**src/rtl/psil_defs.svh**
```systemverilog
`ifndef PSIL_DEFS_SVH
`define PSIL_DEFS_SVH

// ****************************************************************
// Register indexes (byte address is four times the index)
// ****************************************************************
`define PSIL_IDX_LIVE      8'h0D
`define PSIL_IDX_MASK      8'h0E
`define PSIL_IDX_POL       8'h0F
`define PSIL_IDX_FLAGS     8'h10
`define PSIL_IDX_CTL       8'h11
`define PSIL_IDX_SLEW      8'h12
`define PSIL_IDX_STAT      8'h13
`define PSIL_IDX_IRQ_STAT  8'h20
`define PSIL_IDX_IRQ_MASK  8'h21

// ****************************************************************
// Reset values and writable bits
// ****************************************************************
`define PSIL_RST_BYTE      8'h00
`define PSIL_ALL_ONES      8'hFF
`define PSIL_CTL_RW_MASK   8'h03
`define PSIL_STAT_RW_MASK  8'h3F
`define PSIL_IRQ_RW_MASK   8'h03

// ****************************************************************
// Field positions
// ****************************************************************
`define PSIL_CTL_EN_BIT    0
`define PSIL_CTL_AND_BIT   1
`define PSIL_STAT_OD_A     0
`define PSIL_STAT_OD_B     1
`define PSIL_STAT_SL_A     4
`define PSIL_STAT_SL_B     5
`define PSIL_SRC_LOL_A     7
`define PSIL_SRC_LOS_A     6
`define PSIL_SRC_LOL_B     4
`define PSIL_SRC_LOS_B     3
`define PSIL_IRQ_RISE_BIT  0
`define PSIL_IRQ_SLEW_BIT  1

// ****************************************************************
// Bus decode
// ****************************************************************
`define PSIL_ADDR_IDX_LSB  2
`define PSIL_ADDR_IDX_MSB  9
`define PSIL_ADDR_HI_LSB   10

`endif

```
**src/rtl/psil_pkg.sv**
```systemverilog
package psil_pkg;

	// Bit 7 first, in flag order
	typedef struct packed {
		logic pll_a_lock_lost;
		logic pll_a_input_lost;
		logic pll_a_vco_calibrating;
		logic pll_b_lock_lost;
		logic pll_b_input_lost;
		logic pll_b_vco_calibrating;
		logic pll_a_fallback_return;
		logic pll_b_fallback_return;
	} psil_src_s;

	typedef struct packed {
		logic second_ref_rise_ok;
		logic second_ref_fall_ok;
		logic main_ref_rise_ok;
		logic main_ref_fall_ok;
	} psil_slew_s;

	typedef struct packed {
		logic        valid;
		logic        write;
		logic [7:0]  index;
		logic [31:0] wdata;
	} psil_req_s;

	typedef enum logic [1:0] {
		PSIL_PH_IDLE = 2'b00,
		PSIL_PH_WAIT = 2'b01,
		PSIL_PH_DONE = 2'b10
	} psil_phase_e;

	typedef logic [7:0] psil_byte_t;

endpackage

```
**src/rtl/psil_top.sv**
```systemverilog
// Our own choice: the AHB-Lite interface to the registers.
`timescale 1ns/10ps
`default_nettype none
`include "psil_defs.svh"

module psil_top (
	input  wire logic                core_clk,
	input  wire logic                srst,
	input  wire logic                hsel,
	input  wire logic [31:0]         haddr,
	input  wire logic [1:0]          htrans,
	input  wire logic                hwrite,
	input  wire logic [2:0]          hsize,
	input  wire logic [31:0]         hwdata,
	input  wire logic                hready,
	output logic                     hreadyout,
	output logic                     hresp,
	output logic      [31:0]         hrdata,
	input  wire psil_pkg::psil_src_s  src_raw,
	input  wire psil_pkg::psil_slew_s slew_raw,
	output logic                     status_out_a,
	output logic                     status_out_a_oe,
	output logic                     status_out_b,
	output logic                     status_out_b_oe,
	output logic                     status_out_a_spike_limit,
	output logic                     status_out_b_spike_limit,
	output logic                     irq
);
	import psil_pkg::*;

	psil_req_s  req;
	logic [31:0] rdata;
	logic [7:0]  src_sync;
	logic [3:0]  slew_sync;
	psil_byte_t  src_live;
	psil_byte_t  slew_word;
	psil_byte_t  wdata8;
	psil_byte_t  edge_hit;
	psil_byte_t  flag_set;
	psil_byte_t  flag_clr;
	psil_byte_t  act_or;
	logic        en;
	logic        and_mode;
	logic        or_int;
	logic        and_int;
	logic        int_now;
	logic        flag_wr;
	logic        pin_a_level;

	psil_byte_t  prev_ff;
	psil_byte_t  nxt_prev;
	logic [3:0]  slew_prev_ff;
	logic [3:0]  nxt_slew_prev;
	logic [2:0]  primed_ff;
	logic [2:0]  nxt_primed;
	logic        primed;
	psil_byte_t  flags_ff;
	psil_byte_t  nxt_flags;
	psil_byte_t  mask_ff;
	psil_byte_t  nxt_mask;
	psil_byte_t  pol_ff;
	psil_byte_t  nxt_pol;
	psil_byte_t  ctl_ff;
	psil_byte_t  nxt_ctl;
	psil_byte_t  stat_ff;
	psil_byte_t  nxt_stat;
	logic        int_ff;
	logic        nxt_int;
	psil_byte_t  irq_stat_ff;
	psil_byte_t  nxt_irq_stat;
	psil_byte_t  irq_mask_ff;
	psil_byte_t  nxt_irq_mask;
	logic        irq_ff;
	logic        nxt_irq;

	// ****************************************************************
	// Bus front end and input synchronisers
	// ****************************************************************
	psil_ahb_slave u_bus (
		.core_clk  (core_clk),
		.srst      (srst),
		.hsel      (hsel),
		.haddr     (haddr),
		.htrans    (htrans),
		.hwrite    (hwrite),
		.hsize     (hsize),
		.hwdata    (hwdata),
		.hready    (hready),
		.hreadyout (hreadyout),
		.hresp     (hresp),
		.hrdata    (hrdata),
		.req       (req),
		.rdata     (rdata)
	);

	psil_sync #(.WIDTH(8)) u_src_sync (
		.core_clk (core_clk),
		.srst     (srst),
		.d        (src_raw),
		.q        (src_sync)
	);

	psil_sync #(.WIDTH(4)) u_slew_sync (
		.core_clk (core_clk),
		.srst     (srst),
		.d        (slew_raw),
		.q        (slew_sync)
	);

	// ****************************************************************
	// Source view, edge detection, flags
	// ****************************************************************
	assign en       = ctl_ff[`PSIL_CTL_EN_BIT];
	assign and_mode = ctl_ff[`PSIL_CTL_AND_BIT];
	assign wdata8   = req.wdata[7:0];
	assign flag_wr  = req.valid && req.write && (req.index == `PSIL_IDX_FLAGS);

	always_comb begin
		src_live = src_sync;
		// Input loss hides the lock loss it causes
		src_live[`PSIL_SRC_LOL_A] = src_sync[`PSIL_SRC_LOL_A] &&
			!src_sync[`PSIL_SRC_LOS_A];
		src_live[`PSIL_SRC_LOL_B] = src_sync[`PSIL_SRC_LOL_B] &&
			!src_sync[`PSIL_SRC_LOS_B];
	end

	// Edges count only once the synchronisers and the previous samples
	// hold real input, so a source idling high gives no edge after reset
	assign primed = primed_ff[2];

	always_comb begin
		nxt_prev      = src_live;
		nxt_slew_prev = slew_sync;
		nxt_primed    = {primed_ff[1:0], 1'b1};
		// Changed bit whose new level equals its polarity
		edge_hit = primed ? ((src_live ^ prev_ff) & ~(src_live ^ pol_ff))
			: `PSIL_RST_BYTE;
		flag_set = en ? edge_hit : `PSIL_RST_BYTE;
		flag_clr = flag_wr ? ~wdata8 : `PSIL_RST_BYTE;
		nxt_flags = (flags_ff & ~flag_clr) | flag_set;
	end

	// ****************************************************************
	// Combination onto the status pins
	// ****************************************************************
	assign act_or  = flags_ff & ~mask_ff;
	assign or_int  = |act_or;
	assign and_int = (mask_ff != `PSIL_ALL_ONES) &&
		((flags_ff | mask_ff) == `PSIL_ALL_ONES);
	assign int_now = en && (and_mode ? and_int : or_int);
	assign nxt_int = int_now;

	// Open drain releases the pin when active, drives low when idle
	always_comb begin
		status_out_a    = stat_ff[`PSIL_STAT_OD_A] ? 1'b0 : int_ff;
		status_out_a_oe = stat_ff[`PSIL_STAT_OD_A] ? !int_ff : 1'b1;
		status_out_b    = stat_ff[`PSIL_STAT_OD_B] ? 1'b0 : int_ff;
		status_out_b_oe = stat_ff[`PSIL_STAT_OD_B] ? !int_ff : 1'b1;
	end

	assign status_out_a_spike_limit = stat_ff[`PSIL_STAT_SL_A];
	assign status_out_b_spike_limit = stat_ff[`PSIL_STAT_SL_B];
	assign pin_a_level = status_out_a_oe ? status_out_a : 1'b1;

	// ****************************************************************
	// Register writes, read mux, sticky interrupt status
	// ****************************************************************
	always_comb begin
		nxt_mask     = mask_ff;
		nxt_pol      = pol_ff;
		nxt_ctl      = ctl_ff;
		nxt_stat     = stat_ff;
		nxt_irq_mask = irq_mask_ff;
		if (req.valid && req.write) begin
			case (req.index)
				`PSIL_IDX_MASK:     nxt_mask = wdata8;
				`PSIL_IDX_POL:      nxt_pol  = wdata8;
				`PSIL_IDX_CTL:      nxt_ctl  = wdata8 & `PSIL_CTL_RW_MASK;
				`PSIL_IDX_STAT:     nxt_stat = wdata8 & `PSIL_STAT_RW_MASK;
				`PSIL_IDX_IRQ_MASK: nxt_irq_mask = wdata8 & `PSIL_IRQ_RW_MASK;
				default:            nxt_mask = mask_ff;
			endcase
		end
	end

	assign slew_word = {slew_sync, 4'h0};

	always_comb begin
		rdata = 32'h0000_0000;
		case (req.index)
			`PSIL_IDX_LIVE:     rdata[7:0] = src_live;
			`PSIL_IDX_MASK:     rdata[7:0] = mask_ff;
			`PSIL_IDX_POL:      rdata[7:0] = pol_ff;
			`PSIL_IDX_FLAGS:    rdata[7:0] = flags_ff;
			`PSIL_IDX_CTL:      rdata[7:0] = ctl_ff;
			`PSIL_IDX_SLEW:     rdata[7:0] = slew_word;
			`PSIL_IDX_STAT:     rdata[7:0] = stat_ff;
			`PSIL_IDX_IRQ_STAT: rdata[7:0] = irq_stat_ff;
			`PSIL_IDX_IRQ_MASK: rdata[7:0] = irq_mask_ff;
			default:            rdata = 32'h0000_0000;
		endcase
	end

	// Read clears, a new event in the same cycle still sets
	always_comb begin
		nxt_irq_stat = irq_stat_ff;
		if (req.valid && !req.write && (req.index == `PSIL_IDX_IRQ_STAT)) begin
			nxt_irq_stat = `PSIL_RST_BYTE;
		end
		if (int_now && !int_ff) begin
			nxt_irq_stat[`PSIL_IRQ_RISE_BIT] = 1'b1;
		end
		if (primed && (slew_sync != slew_prev_ff)) begin
			nxt_irq_stat[`PSIL_IRQ_SLEW_BIT] = 1'b1;
		end
		nxt_irq = |(nxt_irq_stat & nxt_irq_mask);
	end

	always_ff @(posedge core_clk) begin
		if (srst) begin
			prev_ff      <= `PSIL_RST_BYTE;
			slew_prev_ff <= 4'h0;
			primed_ff    <= 3'b000;
			flags_ff     <= `PSIL_RST_BYTE;
			mask_ff      <= `PSIL_RST_BYTE;
			pol_ff       <= `PSIL_RST_BYTE;
			ctl_ff       <= `PSIL_RST_BYTE;
			stat_ff      <= `PSIL_RST_BYTE;
			int_ff       <= 1'b0;
			irq_stat_ff  <= `PSIL_RST_BYTE;
			irq_mask_ff  <= `PSIL_RST_BYTE;
			irq_ff       <= 1'b0;
		end else begin
			prev_ff      <= nxt_prev;
			slew_prev_ff <= nxt_slew_prev;
			primed_ff    <= nxt_primed;
			flags_ff     <= nxt_flags;
			mask_ff      <= nxt_mask;
			pol_ff       <= nxt_pol;
			ctl_ff       <= nxt_ctl;
			stat_ff      <= nxt_stat;
			int_ff       <= nxt_int;
			irq_stat_ff  <= nxt_irq_stat;
			irq_mask_ff  <= nxt_irq_mask;
			irq_ff       <= nxt_irq;
		end
	end

	assign irq = irq_ff;
endmodule

`default_nettype wire

```
**src/rtl/psil_sync.sv**
```systemverilog
`timescale 1ns/10ps
`default_nettype none

module psil_sync #(
	parameter int WIDTH = 8
) (
	input  wire logic             core_clk,
	input  wire logic             srst,
	input  wire logic [WIDTH-1:0] d,
	output logic      [WIDTH-1:0] q
);
	logic [WIDTH-1:0] meta_ff;
	logic [WIDTH-1:0] sync_ff;
	logic [WIDTH-1:0] nxt_meta;
	logic [WIDTH-1:0] nxt_sync;

	always_comb begin
		nxt_meta = d;
		nxt_sync = meta_ff;
	end

	always_ff @(posedge core_clk) begin
		if (srst) begin
			meta_ff <= '0;
			sync_ff <= '0;
		end else begin
			meta_ff <= nxt_meta;
			sync_ff <= nxt_sync;
		end
	end

	assign q = sync_ff;
endmodule

`default_nettype wire

```
**src/rtl/psil_ahb_slave.sv**
```systemverilog
`timescale 1ns/10ps
`default_nettype none
`include "psil_defs.svh"

module psil_ahb_slave (
	input  wire logic              core_clk,
	input  wire logic              srst,
	input  wire logic              hsel,
	input  wire logic [31:0]       haddr,
	input  wire logic [1:0]        htrans,
	input  wire logic              hwrite,
	input  wire logic [2:0]        hsize,
	input  wire logic [31:0]       hwdata,
	input  wire logic              hready,
	output logic                   hreadyout,
	output logic                   hresp,
	output logic      [31:0]       hrdata,
	output psil_pkg::psil_req_s    req,
	input  wire logic [31:0]       rdata
);
	import psil_pkg::*;

	psil_phase_e ph_ff;
	psil_phase_e nxt_ph;
	logic        wr_ff;
	logic        nxt_wr;
	logic        hit_ff;
	logic        nxt_hit;
	logic [7:0]  idx_ff;
	logic [7:0]  nxt_idx;
	logic [31:0] rd_ff;
	logic [31:0] nxt_rd;
	logic        accept;
	logic        unused_size;

	// ****************************************************************
	// Address phase capture, one wait state in the data phase
	// ****************************************************************
	assign accept = hsel && htrans[1] && hready;
	assign unused_size = ^hsize;

	always_comb begin
		nxt_ph  = ph_ff;
		nxt_wr  = wr_ff;
		nxt_hit = hit_ff;
		nxt_idx = idx_ff;
		nxt_rd  = rd_ff;
		case (ph_ff)
			PSIL_PH_IDLE, PSIL_PH_DONE: begin
				nxt_ph = PSIL_PH_IDLE;
				if (accept) begin
					nxt_ph  = PSIL_PH_WAIT;
					nxt_wr  = hwrite;
					nxt_hit = (haddr[31:`PSIL_ADDR_HI_LSB] == '0);
					nxt_idx = haddr[`PSIL_ADDR_IDX_MSB:`PSIL_ADDR_IDX_LSB];
				end
			end
			PSIL_PH_WAIT: begin
				nxt_ph = PSIL_PH_DONE;
				nxt_rd = (!wr_ff && hit_ff) ? rdata : 32'h0000_0000;
			end
			default: nxt_ph = PSIL_PH_IDLE;
		endcase
	end

	always_ff @(posedge core_clk) begin
		if (srst) begin
			ph_ff  <= PSIL_PH_IDLE;
			wr_ff  <= 1'b0;
			hit_ff <= 1'b0;
			idx_ff <= 8'h00;
			rd_ff  <= 32'h0000_0000;
		end else begin
			ph_ff  <= nxt_ph;
			wr_ff  <= nxt_wr;
			hit_ff <= nxt_hit;
			idx_ff <= nxt_idx;
			rd_ff  <= nxt_rd;
		end
	end

	assign hreadyout = (ph_ff != PSIL_PH_WAIT);
	assign hresp     = 1'b0;
	assign hrdata    = rd_ff;

	always_comb begin
		req.valid = (ph_ff == PSIL_PH_WAIT) && hit_ff;
		req.write = wr_ff;
		req.index = idx_ff;
		req.wdata = hwdata;
	end
endmodule

`default_nettype wire

```
**config.mk**
```make
export PLATFORM = sky130hd
export DESIGN_NAME = psil_top
export DESIGN_NICKNAME = d
export VERILOG_FILES = /design/src/rtl/psil_pkg.sv /design/src/rtl/psil_top.sv /design/src/rtl/psil_sync.sv /design/src/rtl/psil_ahb_slave.sv
export VERILOG_INCLUDE_DIRS = /design/src /design/src/rtl
export SDC_FILE = /design/constraint.sdc
export NUM_CORES = 1
export LEC_CHECK = 0
export ABC_AREA = 1
export BUFFER_PORTS_ARGS = -buffer_cell sky130_fd_sc_hd__buf_2
export CORE_ASPECT_RATIO = 1.5
export CORE_MARGIN = 1.5
export CORE_UTILIZATION = 45
export DETAILED_ROUTE_END_ITERATION = 10
export HOLD_SLACK_MARGIN = 0.15
export PLACE_DENSITY = 0.75
export SYNTH_ARGS = -nofsm -noshare
export SYNTH_HDL_FRONTEND = slang
export SYNTH_HIERARCHICAL = 1
export SYNTH_SLANG_ARGS = --single-unit
```
**constraint.sdc**
```tcl
create_clock -name core_clk -period 3.4 [get_ports core_clk]
set_input_delay 0.51 -clock core_clk [delete_from_list [all_inputs] [get_ports core_clk]]
set_output_delay 0.51 -clock core_clk [all_outputs]
set_load 0.01 [all_outputs]
```
==> run summary <==
Status: completed
Finish-stage setup viols: 0
Mapped cell area: 5720 um2
Period utilization: 0.567
Cells after synthesis: 763
R2r worst-path depth: 9
Number of max-cap violations: 0
Worst path buffer plus inverter count: 2
Final core utilization: 0.553
Share of layout cells above drive strength 1: 0.202
# diodes: 0
Critical Path AT: 2.21 ns
H-tree levels: 4
Slew @ Worst Pin: 0.712 ns
Die width: 95.1 um
Root buf cell: clkbuf_16
GR Overflow Total: 0
TNS Setup: 0 ns
Clock Skew: 0.00610 ns
Crit path max fanout: 7
All-Layer GR Usage: 0.210
Initial core utilization: 0.460
Area of the multi-input gates: 2480 um2
Delay-heaviest family, CP: simple AND/OR/NAND/NOR gates
Rel. slew slack: 0.524
Row count: 50
Critical Path RT: 3.68 ns
DR vias: 5060
Peak supply drop: 342 uV
Synthesis-to-finish area growth: 20.2%
CP Cell Sequence: inv_1, nand2_1, nor2_1, nand2_1, inv_2, a221oi_1, nand3_1, nand3_1, a21oi_1
CTS tree: built
Hold slack: 0.284 ns
CP peak stage delay: 0.49 ns
Die Area: 13400 um2
DRT Pass-1 Iters: 5
DRT iter0 DRCs: 336
I/O Buffers: 95
Power Density: 542 nW/um2
Leakage: 2.97 nW
Routed WL per cell: 12.8 um
Yosys warns: 6
Largest buffer count on any clock path: 2
WHS Path Cells: 3
Slowest CP cell: a221oi_1
Kind of critical path: register to register
Resized Gates After CTS: 0
CP Capture Type: register
Pins Over Slew Limit: 0
WP depth: 9
RSZ-0062 raised after global routing: false
Die H: 141 um
Core area: 12400 um2
Post-Route WL: 13300 um
Fmax: 0.519 GHz
Post-DP HPWL: 9210 um
Clk slew on worst S/H paths: 0.06 ns
Largest net degree at the start of global routing: 64
Layout fillers: 1206
Setup crit start kind: register
Initial antenna violation count: 0
First-pass GRT wire length: 21500 um
Syn Area/Cell: 7.50 um2
Reg area: 2660 um2
Vias/cell: 4.87
Post-CTS setup buffers: 0
Worst hold-check path type: input pin to register
Drt drc: 0
CTS sink cnt: 133
Routability Congestion: 0.909
Clock latency on the worst-skew pair: 0.42 ns
IO Pins: 127
CTS hold repair buffers: 0
Final hold vios: 0
Final min period: 1.93 ns
Vias in the first global route: 4624
Layout net count: 955
Total CTS buffers: 17
Final ANT Viol Nets: 0
[state kept, by name, indices dropped and copies added (netlist names), 4 cells and up]
name and flops:
u_slew_sync/q 4, prev_ff 8, u_bus/idx_ff 8, flags_ff 8, irq_mask_ff 8, pol_ff 8
u_bus/hrdata 32, u_src_sync/q 8, mask_ff 8, stat_ff 6, u_src_sync/meta_ff 8, u_slew_sync/meta_ff 4
irq_stat_ff 8, slew_prev_ff 4
[final timing paths]
kind	from	to	slack (ns)
min	src_raw[4]	u_src_sync/meta_ff[4]$_SDFF_PP0_	0.28
max	u_bus/idx_ff[2]$_SDFFE_PP0P_	u_bus/hrdata[2]$_SDFFE_PP0N_	1.47
max reg2reg	u_bus/idx_ff[2]$_SDFFE_PP0P_	u_bus/hrdata[2]$_SDFFE_PP0N_	1.47
min reg2reg	primed_ff[0]$_DFF_P_	primed_ff[1]$_SDFF_PP0_	0.40
[layout make-up]
type	count	area share
Sequential cell	133	0.387
Tap cell	156	0.0284
Multi-Input combinational cell	514	0.361
Clock inverter	14	0.0291
Inverter	104	0.0569
Timing Repair Buffer	99	0.0738
Clock buffer	18	0.0638
[per-stage QoR]
| stage | worst slack (ns) | instances | power (mW) | instance area, um2 |
|---|---|---|---|---|
| 5_1_grt | 1.26 | 1038 | 3.86 | 6880 |
| 4_1_cts | 1.47 | 1038 | 3.76 | 6880 |
| 3_5_place_dp | 1.52 | 1006 | 1.80 | 6240 |
| 3_3_place_gp | 1.52 | 1006 | 1.79 | 6240 |
| 2_1_floorplan | 1.68 | 786 | 1.75 | 5810 |
| 6_report | 1.47 | 1038 | 3.73 | 6880 |
[cells in the final DEF, fill, tap and decap left out, types with 2 or more instances in the layout]
master      instances
nor2_4              8
a21oi_1            76
o21ai_0            38
clkinvlp_4          3
clkinv_4            3
nor3_1             10
dfxtp_1           133
o22ai_1            15
a211oi_2            8
nor2_8              2
o21ai_1             4
inv_1              91
bufinv_16           4
nand2_2             8
nand2_4             3
a221oi_1            2
conb_1             25
inv_6               3
inv_2              11
clkbuf_16          17
nor2_2              4
clkinv_2            2
o211ai_1            3
nor2_1            110
buf_4               5
nand4_1             4
buf_2              94
nand2_1           129
nand3_1            59
[worst register-to-register path, cell delays in order, from the launching register on]
cell,delay (ns)
dfxtp_1,0.44
inv_1,0.06
nand2_1,0.13
nor2_1,0.05
nand2_1,0.18
inv_2,0.11
a221oi_1,0.49
nand3_1,0.15
nand3_1,0.12
a21oi_1,0.06
[metal layers]
metal	share of wire	track usage	up-vias
met3	0.056	0.0599	31
met5	0	0	-
li1	-	-	2621
met4	0.035	0.108	0
met2	0.50	0.352	167
met1	0.41	0.239	2241
[power breakdown]
| part | total, mW | internal, mW | leakage [nW] | switching (mW) |
|---|---|---|---|---|
| combinational | 0.162 | 0.0566 | 1.59 | 0.106 |
| sequential | 1.60 | 1.58 | 1.08 | 0.0159 |
| clock | 1.97 | 1.25 | 0.304 | 0.714 |
| total | 3.73 | 2.89 | 2.97 | 0.836 |
Power figures use the tool's default switching activity.
